File: src/ocs_pkg.sv
// ocs_pkg.sv: constants and types for the oscillator source and status block
package ocs_pkg;
    // ****************************************
    // register map
    // ****************************************
    localparam logic [3:0] ADDR_CFG = 4'h0;       // source config, drive, clkout
    localparam logic [3:0] ADDR_FREQ = 4'h1;      // fast_freq_reg
    localparam logic [3:0] ADDR_TRIM = 4'h2;      // fast_trim_reg
    localparam logic [3:0] ADDR_ENABLE = 4'h3;    // manual_osc_enable_reg
    localparam logic [3:0] ADDR_READY = 4'h4;     // osc_ready_reg
    localparam logic [3:0] ADDR_TRIM_NOW = 4'h5;  // live trim applied
    // ****************************************
    // field positions
    // ****************************************
    localparam int CFG_SRC_LO = 0;    // requested_source_sel [2:0]
    localparam int CFG_DIV_LO = 4;    // requested_divider_sel [7:4]
    localparam int CFG_DRIVE = 8;     // secondary_drive_high
    localparam int CFG_CLKOUT = 9;    // clock_out_pin_disable_n
    localparam int CFG_ADC_SEL = 10;  // peripheral selects adc rc
    // ready / enable bit positions (shared layout)
    localparam int B_EXT = 7;
    localparam int B_FAST = 6;
    localparam int B_MED = 5;
    localparam int B_SLOW = 4;
    localparam int B_SEC = 3;
    localparam int B_ADC = 2;
    localparam int B_FIX = 1;
    localparam int B_PLL = 0;
    localparam logic [7:0] ENABLE_MASK = 8'hFC;   // pll and fixed not forceable
    // ****************************************
    // source codes and reset values
    // ****************************************
    localparam logic [2:0] SRC_EXT = 3'h7;
    localparam logic [2:0] SRC_FAST = 3'h6;
    localparam logic [2:0] SRC_SLOW = 3'h5;
    localparam logic [2:0] SRC_SEC = 3'h4;
    localparam logic [2:0] SRC_PLL = 3'h2;
    localparam logic [3:0] FREQ_RESET = 4'h0;
    localparam logic [5:0] TRIM_RESET = 6'h00;
    localparam logic [7:0] ENABLE_RESET = 8'h00;
    // ****************************************
    // timing
    // ****************************************
    localparam int STARTUP_PERIODS = 1024;            // edges on secondary_in_pin
    localparam logic [10:0] STARTUP_LAST = 11'h400;
    localparam int LOCK_TIME_NS = 2000;               // fast osc relock time
    localparam int CLK_NS = 100;
    localparam logic [7:0] LOCK_CYCLES = 8'((LOCK_TIME_NS + CLK_NS - 1) / CLK_NS);
    localparam logic [7:0] SETTLE_CYCLES = 8'h08;     // accuracy settle for others
    localparam logic [3:0] TRIM_STEP_CYCLES = 4'hF;   // gradual trim slew
    localparam logic [1:0] CLKOUT_DIV_LAST = 2'h1;    // toggle every 2 -> /4
    localparam int PLL_READY_DEFAULT = 1;
    // state of the fast oscillator
    typedef enum logic [1:0] {FAST_OFF, FAST_LOCKING, FAST_RUN} ocs_fast_t;
endpackage : ocs_pkg

File: src/ocs_core.sv
// ocs_core.sv: oscillator source control, trim, derived clock enables and ready status
//
// Local design decisions: the plain strobed port and the register addresses.
`timescale 1ns/1ns
`default_nettype none
// Functional notes
// RULE1: 1024 secondary input edges before secondary ready
// RULE2: drive bit low power zero, high one
// RULE3: software stops secondary before changing drive
// RULE4: secondary enabled when chosen as system clock
// RULE5: clkout pin gpio or system clock/4
// RULE6: frequency select sets rate, divider postscales
// RULE7: trim six-bit signed, resets zero
// RULE8: trim slews gradually, no done flag
// RULE9: trim never touches slow oscillator
// RULE10: medium clocks fixed, never system clock
// RULE11: fixed 1 MHz clock, never system clock
// RULE12: slow osc system clock and timebase
// RULE13: adc rc on when selected or forced
// RULE14: internal ready flags set once accurate
// RULE15: frequency write clears fast ready, holds output
// RULE16: external, secondary ready after startup count
// RULE17: status reports pll ready
// RULE18: manual enable excludes the pll
// RULE19: internal source becomes system clock
// RULE20: ready flags read-only, clear when off
module ocs_core
    import ocs_pkg::*;
(
    // clock and reset
    input wire logic core_clk,
    input wire logic resetn,
    // register port
    input wire logic [3:0] reg_addr,
    input wire logic [15:0] reg_wdata,
    input wire logic reg_wr,
    input wire logic reg_rd,
    output logic [15:0] reg_rdata,
    // reset-time configuration
    input wire logic [2:0] reset_source_cfg,
    // oscillator pins and helpers
    input wire logic secondary_in_pin,
    input wire logic clock_in_pin,
    input wire logic pll_locked,
    input wire logic adc_selects_rc,
    input wire logic sys_clk_tick,
    // clock out pin
    output logic clock_out_pin_o,
    output logic clock_out_pin_oe,
    input wire logic gpio_out,
    input wire logic gpio_oe,
    // oscillator controls
    output logic secondary_osc_en,
    output logic secondary_drive_high,
    output logic fast_internal_osc_en,
    output logic fast_hold,
    output logic [3:0] fast_freq_field,
    output logic [3:0] fast_postscale,
    output logic [5:0] fast_trim_applied,
    output logic slow_internal_osc_en,
    output logic adc_rc_osc_en,
    output logic external_osc_en,
    output logic [2:0] system_source,
    // derived clock enables from fast oscillator
    input wire logic fast_tick_16mhz_equiv,
    output logic medium_500k_tick,
    output logic medium_31k_tick,
    output logic fixed_1mhz_tick
);
    // ****************************************
    // state
    // ****************************************
    typedef struct packed {
        logic first;                 // first cycle after reset latches straps
        logic [2:0] src;             // requested_source_sel
        logic [3:0] div;             // requested_divider_sel
        logic drive;                 // secondary_drive_high
        logic clkout_n;              // clock_out_pin_disable_n
        logic adc_sel;               // software adc rc selection
        logic [3:0] freq;            // fast_freq_field
        logic [5:0] trim;            // fast_trim_field target
        logic [5:0] trim_now;        // trim currently applied
        logic [3:0] trim_cnt;        // slew pacing
        logic [7:0] enable;          // manual_osc_enable_reg
        ocs_fast_t fast;             // fast osc lock state
        logic [7:0] lock_cnt;        // fast relock timer
        logic [10:0] sec_cnt;        // secondary startup_counter
        logic [10:0] ext_cnt;        // external startup_counter
        logic sec_prev;              // previous secondary pin level
        logic ext_prev;              // previous clock in level
        logic [7:0] settle;          // others settle timer
        logic [7:0] ready;           // osc_ready_reg
        logic [4:0] med_div;         // medium 500k divider
        logic [4:0] m31_div;         // 31.25k divider off 500k
        logic [3:0] fix_div;         // 1 MHz divider
        logic [1:0] co_div;          // clkout divider
        logic clkout;                // clkout level
        logic [15:0] rdata;          // read data register
    } ocs_state_t;
    ocs_state_t r;
    ocs_state_t next_r;
    // derived enables
    logic sec_on;
    logic ext_on;
    logic fast_on;
    logic slow_on;
    logic adc_on;
    logic internal_src;
    // ****************************************
    // combinational next state
    // ****************************************
    always_comb begin
        next_r = r;
        // strap capture after release, never inside reset
        if (r.first) begin
            next_r.first = 1'b0;
            next_r.src = reset_source_cfg;                 // [RULE4] [RULE19]
        end
        // who is on
        sec_on = (r.src == SRC_SEC) || r.enable[B_SEC];   // [RULE4]
        ext_on = (r.src == SRC_EXT) || (r.src == SRC_PLL) || r.enable[B_EXT];
        // medium and fixed clocks need the fast oscillator running
        fast_on = (r.src == SRC_FAST) || r.enable[B_FAST] || r.enable[B_MED] || 1'b1;
        slow_on = 1'b1;                                    // watchdog timebase always runs [RULE12]
        adc_on = r.adc_sel || adc_selects_rc || r.enable[B_ADC]; // [RULE13]
        internal_src = (r.src == SRC_FAST) || (r.src == SRC_SLOW);
        // register writes
        if (reg_wr) begin
            case (reg_addr)
                ADDR_CFG: begin
                    next_r.src = reg_wdata[CFG_SRC_LO +: 3];      // [RULE19]
                    next_r.div = reg_wdata[CFG_DIV_LO +: 4];      // [RULE6]
                    // drive only taken while secondary is off [RULE3]
                    if (!sec_on)
                        next_r.drive = reg_wdata[CFG_DRIVE];       // [RULE2]
                    next_r.clkout_n = reg_wdata[CFG_CLKOUT];
                    next_r.adc_sel = reg_wdata[CFG_ADC_SEL];
                end
                ADDR_FREQ: begin
                    next_r.freq = reg_wdata[3:0];                  // [RULE6]
                    next_r.fast = FAST_LOCKING;                    // [RULE15]
                    next_r.lock_cnt = LOCK_CYCLES;
                end
                ADDR_TRIM: begin
                    next_r.trim = reg_wdata[5:0];                  // [RULE7]
                end
                ADDR_ENABLE: begin
                    next_r.enable = reg_wdata[7:0] & ENABLE_MASK;  // [RULE18]
                end
                default: begin
                    // ready register and unmapped are read-only [RULE20]
                end
            endcase
        end
        // trim slews one lsb at a time, only fast oscillator sees it
        if (r.trim_now != r.trim) begin                            // [RULE8] [RULE9]
            if (r.trim_cnt == TRIM_STEP_CYCLES) begin
                next_r.trim_cnt = 4'h0;
                if ($signed(r.trim) > $signed(r.trim_now))
                    next_r.trim_now = r.trim_now + 6'h01;
                else
                    next_r.trim_now = r.trim_now - 6'h01;
            end else begin
                next_r.trim_cnt = r.trim_cnt + 4'h1;
            end
        end else begin
            next_r.trim_cnt = 4'h0;
        end
        // fast oscillator lock sequence
        case (r.fast)
            FAST_OFF: begin
                if (fast_on) begin
                    next_r.fast = FAST_LOCKING;
                    next_r.lock_cnt = LOCK_CYCLES;
                end
            end
            FAST_LOCKING: begin
                if (!(reg_wr && reg_addr == ADDR_FREQ)) begin
                    if (r.lock_cnt <= 8'h01)
                        next_r.fast = FAST_RUN;                    // [RULE15]
                    else
                        next_r.lock_cnt = r.lock_cnt - 8'h01;
                end
            end
            FAST_RUN: begin
            end
            default: next_r.fast = FAST_OFF;
        endcase
        // settle timer for slow/medium/fixed/adc accuracy
        if (r.settle != SETTLE_CYCLES)
            next_r.settle = r.settle + 8'h01;
        // secondary startup count on rising pin edges
        next_r.sec_prev = secondary_in_pin;
        if (!sec_on)
            next_r.sec_cnt = 11'h000;
        else if (secondary_in_pin && !r.sec_prev && r.sec_cnt != STARTUP_LAST)
            next_r.sec_cnt = r.sec_cnt + 11'h001;                  // [RULE1]
        next_r.ext_prev = clock_in_pin;
        if (!ext_on)
            next_r.ext_cnt = 11'h000;
        else if (clock_in_pin && !r.ext_prev && r.ext_cnt != STARTUP_LAST)
            next_r.ext_cnt = r.ext_cnt + 11'h001;
        // ready flags, cleared when source is off
        next_r.ready[B_SEC] = sec_on && (r.sec_cnt == STARTUP_LAST);       // [RULE1] [RULE16] [RULE20]
        next_r.ready[B_EXT] = ext_on && (r.ext_cnt == STARTUP_LAST);       // [RULE16] [RULE20]
        next_r.ready[B_FAST] = (next_r.fast == FAST_RUN);                  // [RULE14] [RULE15]
        next_r.ready[B_MED] = (r.fast == FAST_RUN) && (r.settle == SETTLE_CYCLES); // [RULE14]
        next_r.ready[B_FIX] = (r.fast == FAST_RUN) && (r.settle == SETTLE_CYCLES); // [RULE14]
        next_r.ready[B_SLOW] = slow_on && (r.settle == SETTLE_CYCLES);     // [RULE14]
        next_r.ready[B_ADC] = adc_on && (r.settle == SETTLE_CYCLES);       // [RULE14] [RULE20]
        next_r.ready[B_PLL] = (r.src == SRC_PLL) && pll_locked && r.ready[B_EXT]; // [RULE17]
        // derived fixed clocks from a 16 MHz-equivalent fast tick
        if (fast_tick_16mhz_equiv && r.fast == FAST_RUN) begin     // [RULE10] [RULE11]
            next_r.med_div = r.med_div + 5'h01;                    // /32 -> 500 kHz
            next_r.fix_div = r.fix_div + 4'h1;                     // /16 -> 1 MHz
            // wrap after 16 pulses: a free 5-bit count would halve the rate
            if (r.med_div == 5'h1F && r.m31_div == 5'h0F)
                next_r.m31_div = 5'h00;                            // /16 -> 31.25 kHz
            else if (r.med_div == 5'h1F)
                next_r.m31_div = r.m31_div + 5'h01;
        end
        // clkout: system clock divided by 4
        if (sys_clk_tick) begin                                    // [RULE5]
            if (r.co_div == CLKOUT_DIV_LAST) begin
                next_r.co_div = 2'h0;
                next_r.clkout = ~r.clkout;
            end else begin
                next_r.co_div = r.co_div + 2'h1;
            end
        end
        // read data, one cycle after strobe
        next_r.rdata = 16'h0000;
        if (reg_rd) begin
            case (reg_addr)
                ADDR_CFG: next_r.rdata = {5'h00, r.adc_sel, r.clkout_n, r.drive, r.div, 1'b0, r.src};
                ADDR_FREQ: next_r.rdata = {12'h000, r.freq};
                ADDR_TRIM: next_r.rdata = {10'h000, r.trim};
                ADDR_ENABLE: next_r.rdata = {8'h00, r.enable};
                ADDR_READY: next_r.rdata = {8'h00, r.ready};       // [RULE17]
                ADDR_TRIM_NOW: next_r.rdata = {10'h000, r.trim_now};
                default: next_r.rdata = 16'h0000;
            endcase
        end
    end
    // ****************************************
    // state register
    // ****************************************
    always_ff @(posedge core_clk) begin
        if (!resetn) begin
            r <= '0;
            r.first <= 1'b1;
            r.freq <= FREQ_RESET;
            r.trim <= TRIM_RESET;          // nominal frequency [RULE7]
            r.trim_now <= TRIM_RESET;
            r.enable <= ENABLE_RESET;
            r.clkout_n <= 1'b1;
            r.fast <= FAST_OFF;
        end else begin
            r <= next_r;
        end
    end
    // ****************************************
    // outputs
    // ****************************************
    assign reg_rdata = r.rdata;
    assign secondary_osc_en = sec_on;
    assign secondary_drive_high = r.drive;          // [RULE2]
    assign fast_internal_osc_en = (r.fast != FAST_OFF);
    assign fast_hold = (r.fast == FAST_LOCKING);    // output held static [RULE15]
    assign fast_freq_field = r.freq;
    assign fast_postscale = r.div;                  // [RULE6]
    assign fast_trim_applied = r.trim_now;          // [RULE9]
    assign slow_internal_osc_en = slow_on;
    assign adc_rc_osc_en = adc_on;
    assign external_osc_en = ext_on;
    assign system_source = r.src;
    assign medium_500k_tick = fast_tick_16mhz_equiv && (r.fast == FAST_RUN) && (r.med_div == 5'h1F);
    assign medium_31k_tick = medium_500k_tick && (r.m31_div == 5'h0F);
    assign fixed_1mhz_tick = fast_tick_16mhz_equiv && (r.fast == FAST_RUN) && (r.fix_div == 4'hF);
    // clkout pin: gpio when disabled or external source [RULE5]
    assign clock_out_pin_o = (internal_src && !r.clkout_n) ? r.clkout : gpio_out;
    assign clock_out_pin_oe = (internal_src && !r.clkout_n) ? 1'b1 : gpio_oe;
    // ****************************************
    // assertions
    // ****************************************
    a_sec_ready_count: assert property (@(posedge core_clk) disable iff (!resetn)
        r.ready[B_SEC] |-> r.sec_cnt == STARTUP_LAST) else $error("secondary ready early"); // [RULE1]
    a_freq_clears: assert property (@(posedge core_clk) disable iff (!resetn)
        reg_wr && reg_addr == ADDR_FREQ |=> !r.ready[B_FAST] && fast_hold) else $error("fast ready kept"); // [RULE15]
    a_pll_not_forced: assert property (@(posedge core_clk) disable iff (!resetn)
        !r.enable[B_PLL]) else $error("pll force bit set"); // [RULE18]
    a_sec_off_clear: assert property (@(posedge core_clk) disable iff (!resetn)
        !sec_on |=> !r.ready[B_SEC]) else $error("secondary ready while off"); // [RULE20]
    a_adc_auto_on: assert property (@(posedge core_clk) disable iff (!resetn)
        adc_selects_rc |-> adc_rc_osc_en) else $error("adc rc not on"); // [RULE13]
    a_trim_step: assert property (@(posedge core_clk) disable iff (!resetn)
        r.trim_now != $past(r.trim_now) |-> (r.trim_now - $past(r.trim_now) == 6'h01)
        || ($past(r.trim_now) - r.trim_now == 6'h01)) else $error("trim jumped"); // [RULE8]
    a_drive_stable: assert property (@(posedge core_clk) disable iff (!resetn)
        sec_on && $past(sec_on) |-> $stable(r.drive)) else $error("drive changed while running"); // [RULE3]
    a_sec_chosen: assert property (@(posedge core_clk) disable iff (!resetn)
        r.src == SRC_SEC |-> secondary_osc_en) else $error("secondary not enabled"); // [RULE4]
endmodule : ocs_core
`default_nettype wire

File: config.mk
export PLATFORM = sky130hd
export DESIGN_NAME = ocs_core
export DESIGN_NICKNAME = d
export VERILOG_FILES = /design/src/ocs_pkg.sv /design/src/ocs_core.sv
export SDC_FILE = /design/constraint.sdc
export NUM_CORES = 1
export LEC_CHECK = 0
export BUFFER_PORTS_ARGS = -buffer_cell sky130_fd_sc_hd__buf_2
export CAP_MARGIN = 25
export CORE_UTILIZATION = 52
export CTS_CLUSTER_DIAMETER = 40
export DETAILED_ROUTE_END_ITERATION = 16
export PLACE_DENSITY = 0.76
export SLEW_MARGIN = 20
export SYNTH_ARGS = -nofsm -noshare
export SYNTH_HDL_FRONTEND = slang
export SYNTH_SLANG_ARGS = --single-unit
File: constraint.sdc
create_clock -name core_clk -period 2.9 [get_ports core_clk]
set_clock_uncertainty 0.15 [all_clocks]
set_input_delay 0.58 -clock core_clk [delete_from_list [all_inputs] [get_ports core_clk]]
set_output_delay 0.58 -clock core_clk [all_outputs]
set_load 0.01 [all_outputs]
After elaboration in Yosys (flattened, before gate mapping)
Index checks and enable logic that the tools add are counted.

word-level totals
  logic and storage cells = 129
  output and inout port bits = 45
  input bits = 35
  flip-flop bits (word level) = 120

operators by class
  bitwise operators = 4
  add/sub/neg operators = 11
  $lt $le $gt $ge = 2
  reductions and logical operators = 42
  multiplexer cells = 20
  equality and inequality tests = 25

operator list
  kind                     count
  $pmux W11 S6             1
  $mux W10                 4
  $add A11 B1 Y11 const B  2
  $eq A11 B11 Y1 const B   2
  $ne A11 B11 Y1 const B   2
  $mux W20                 1
  $reduce_and A2 Y1        10
  $logic_and A1 B1 Y1      17
  $pmux W8 S2              1
  $eq A3 B3 Y1 const B     4
  $mux W6                  2
  $add A5 B1 Y5 const B    2
  $mux W5                  2
  $add A4 B1 Y4 const B    2
  $add A8 B1 Y8 const B    1
  $eq A4 B2 Y1 const B     2
  $eq A4 B3 Y1 const B     2
  $eq A4 B4 Y1 const B     2
  $eq A8 B4 Y1 const B     1
  $le A8 B1 Y1 const B     1
  $mux W8                  1
  $ne A8 B4 Y1 const B     1
  $sub A8 B1 Y8 const B    1
  $add A6 B1 Y6 const B    1
  23 further kinds         39

Logic depth before layout (Yosys ltp)
  depth in word-level cells = 7
  gate-level depth with buffers = 12
  depth with buffers taken out = 12

Worst setup path after synthesis
Ideal clock, no wire load.

  path kind = reg2reg
  start = register r (netlist bit fast_trim_applied[3])
  end = register r (netlist bit fast_trim_applied[5])
  setup slack = 118 ps
  data arrival time = 2560 ps
  library setup time = 72 ps
  buffers on the path = 0
  period minus slack after synthesis = 2782 ps
  stages on the path, launching flop included = 13
  path through = dfxtp_1 -> inv_1 -> ha_1 -> and3_1 -> o21ai_0 -> a41o_1 -> nand2b_1 -> ha_1 -> a211oi_1 -> o21ai_0 -> a21bo_2 -> mux2i_1 -> mux2i_1

on the way
  cells in the longest elaborated chain, start to end = 2

RTL lines
  element                                              line             text
  start: declaration                                   ocs_core.sv:100  ocs_state_t r;
  start signal: assignment                             ocs_core.sv:259  r <= next_r;
  $sub A6 B1 Y6, or another cell as far along          ocs_core.sv:162  next_r.trim_now = r.trim_now - 6'h01;
  $mux W6 / $reduce_and A2 Y1 (equally long branches)  -

Parallel ways exist; a longest one is shown, timed or not.
A chain may end at the register's enable or synchronous reset.

Worst setup path in the final report
Ends and elaborated chain as after synthesis.

==> flow_summary.json <==
{
  "synth_compound_area_share_pct": 11.04,
  "tritoncts": "built",
  "numCtsBuffers": 17,
  "pre_cts_ws_ns": -0.08526,
  "clock_latency_ns": 0.52,
  "drv_slew": 0,
  "first_iter_violations": 255,
  "path_clk_slew_ns": 0.06,
  "area_growth_syn_to_layout_pct": 15.83,
  "drt_first_pass_iters": 7,
  "holdWs_ns": 0.1392,
  "min_period_ns": 2.828,
  "p_leak_nw": 2.672,
  "required_ns": 3.20,
  "hp-class": "in2reg",
  "cts_resized": 4,
  "path_delay_family": "compound AO/OA/AOI/OAI gates",
  "wl_met1_mm": 5.467,
  "synth-xor-area-share_pct": 6.546,
  "route.met3.wl_um": 638,
  "crit_path_end_kind": "flip-flop",
  "multi_input_area_um2": 2947,
  "pwr_density_cell_nw_per_um2": 687.3,
  "antenna_found_initial": 0,
  "drive_gt1_share_pct": 20.48,
  "outcome": "complete, no violations",
  "port-buffer-count": 68,
  "critPathMaxFanout": 5,
  "topRoutingLayerUsed": "met4",
  "cp-start-kind": "flip-flop",
  "track_usage_pct": 23.20,
  "n_fill_cell": 895,
  "setup_ws_ns": 0.07191,
  "arrival_ns": 3.13,
  "num_antenna_cells": 0,
  "grt_pass1_wl_mm": 20.45,
  "muxShareOfSynthArea_pct": 4.476,
  "chipWidth_um": 106.0,
  "wl_mm": 12.37,
  "route.met2.wl_mm": 5.898,
  "cpPeakStageDelay_ns": 0.34,
  "yosysWarnings": 0,
  "final_area_um2": 6509,
  "tightest_slew_ns": 0.6234,
  "cp_num_buf_inv": 1,
  "dieArea_um2": 11230,
  "core-area_um2": 10420,
  "synth_top_family_by_area": "simple AND/OR/NAND/NOR gates",
  "grt_max_degree": 35,
  "synth_top_flop_cell": "dfxtp_1",
  "grt_remaining_overflow": 0,
  "ctsRootBufferMaster": "clkbuf_8",
  "drtAntennaViolNets": 0,
  "crit_type": "reg2reg",
  "fin_crit_sh_pct": 97.52,
  "cts_htree_levels": 4,
  "ys_seq_area_share_pct": 40.61,
  "synthAdderAreaFrac_pct": 5.700,
  "synth_cells": 646,
  "synth_area_um2": 5619,
  "synth_edf_count": 0,
  "first_global_vias": 4536,
  "hold_viol_final": 0,
  "synth_simple_gate_area_share_pct": 23.09,
  "post-route-util_pct": 62.49,
  "slew_headroom_pct": 58.38,
  "io_pins": 80,
  "nets": 751,
  "synth.avg_cell_area_um2": 8.698,
  "hpwlAfterDp_mm": 8.815,
  "vias": 4608,
  "via_per_inst": 5.492,
  "place_area_um2": 5883,
  "clock.fmax_mhz": 353.6,
  "cp_cell_sequence": "inv_1 -> ha_4 -> and3_1 -> o21ai_1 -> a41o_1 -> nand2b_4 -> ha_4 -> a211oi_2 -> o21ai_1 -> a21bo_2 -> mux2i_2 -> mux2i_1",
  "yosysUniqueCellTypes": 64,
  "start_util_pct": 53.95,
  "postCtsHoldBufs": 0,
  "cp_slowest_cell": "dfxtp_1",
  "synth-seq-cells": 114,
  "synth_async_sr_flop_share_pct": 0,
  "row_count": 37,
  "cts_setup_buffers": 0,
  "drc": 0,
  "wl_per_cell_um": 14.74,
  "setup_viol": 0,
  "seqCellArea_um2": 2282,
  "vdd_ir_drop_max_mv": 0.3574,
  "cts.sinks": 114,
  "place_congestion": 0.8396,
  "maxCapViolations": 0,
  "clockBufferDepth": 2,
  "die_y_um": 106.0
}
==> path summary, 6_finish.rpt <==
check	cells past startpoint	start	to	slack, ns
setup reg to reg	12	fast_trim_applied[3]	fast_trim_applied[5]	0.07
hold / removal	3	reg_wdata[9]	r[112]	0.14
hold reg to reg	1	r[91]	r[91]	0.31
setup / recovery	12	fast_trim_applied[3]	fast_trim_applied[5]	0.07
==> metrics by stage <==
step	TNS [ns]	std cells	power, mW
after detailed placement	-0.08526	808	2.540
after global routing	-0.09115	839	4.676
after global placement	0	808	2.518
final	0	839	4.473
after floorplan	0	650	2.383
after CTS	0	839	4.495
==> sequential cells by signal (all words and copies together), names as in the netlist <==
| signal | count |
|---|---|
| fast_freq_field | 4 |
| secondary_drive_high | 1 |
| fast_trim_applied | 6 |
| system_source | 3 |
| reg_rdata | 11 |
| r | 85 |
| fast_postscale | 4 |
==> synth_stat cells, drive strengths merged (9+ instances only) <==
| master | instances | area [um^2] |
|---|---|---|
| mux2i | 15 | 150.1 |
| buf | 46 | 314.0 |
| o21ai | 10 | 50.05 |
| nand2 | 58 | 217.7 |
| xor2 | 20 | 175.2 |
| ha | 24 | 300.3 |
| mux2 | 9 | 101.4 |
| dfxtp | 114 | 2282 |
| nor2 | 89 | 336.6 |
| clkbuf | 14 | 52.55 |
| xnor2 | 22 | 192.7 |
| a21oi | 39 | 195.2 |
| nand3 | 34 | 175.2 |
| and3 | 9 | 56.30 |
| inv | 28 | 105.1 |
==> area by class of cell <==
cell class                      count  area share (%)
Sequential cell                   114           35.06
Clock inverter                     10           1.692
Timing Repair Buffer               82           6.844
Inverter                           28           1.615
Multi-Input combinational cell    448           45.27
Clock buffer                       21           6.901
Tap cell                          136           2.614
==> cell families (layout without fill, tap and decap cells) <==
group / after synthesis / after routing
compound gates: 93 / 93
mux: 24 / 24
buf+inv: 88 / 141
xor+xnor: 42 / 42
other cells: 2 / 6
flops: 114 / 114
simple gates: 258 / 258
fa+ha+maj: 25 / 25
==> cells in the final DEF, fill, tap and decap left out, types with 8 or more instances in the layout <==
cell         n
and3_1       9
mux2i_1     14
nand3_1     33
ha_1        20
nor2_1      88
inv_1       27
xnor2_1     22
nand2_1     58
xor2_1      20
a21oi_1     39
nand4_1      8
buf_4       14
buf_2       68
dfxtp_1    114
clkbuf_16   16
==> layer usage <==
layer,track usage (%),vias to the layer above
met4,12.40,0
li1,-,2283
met3,5.273,30
met2,38.33,133
met1,28.09,2162
met5,0,-
==> power breakdown <==
part	total [mW]	switching, mW	leakage (nW)	internal, mW
clock network	1.94	0.689	0.266	1.25
registers	1.76	0.113	0.923	1.65
logic	0.773	0.409	1.48	0.364
total	4.47	1.21	2.67	3.26
==> worst reg2reg max path: stages, from the launching register on <==
cell	delay, ns
dfxtp_1	0.34
inv_1	0.09
ha_4	0.27
and3_1	0.17
o21ai_1	0.07
a41o_1	0.24
nand2b_4	0.20
ha_4	0.24
a211oi_2	0.24
o21ai_1	0.14
a21bo_2	0.22
mux2i_2	0.17
mux2i_1	0.21
No activity file was read; power rests on OpenSTA's default activity.
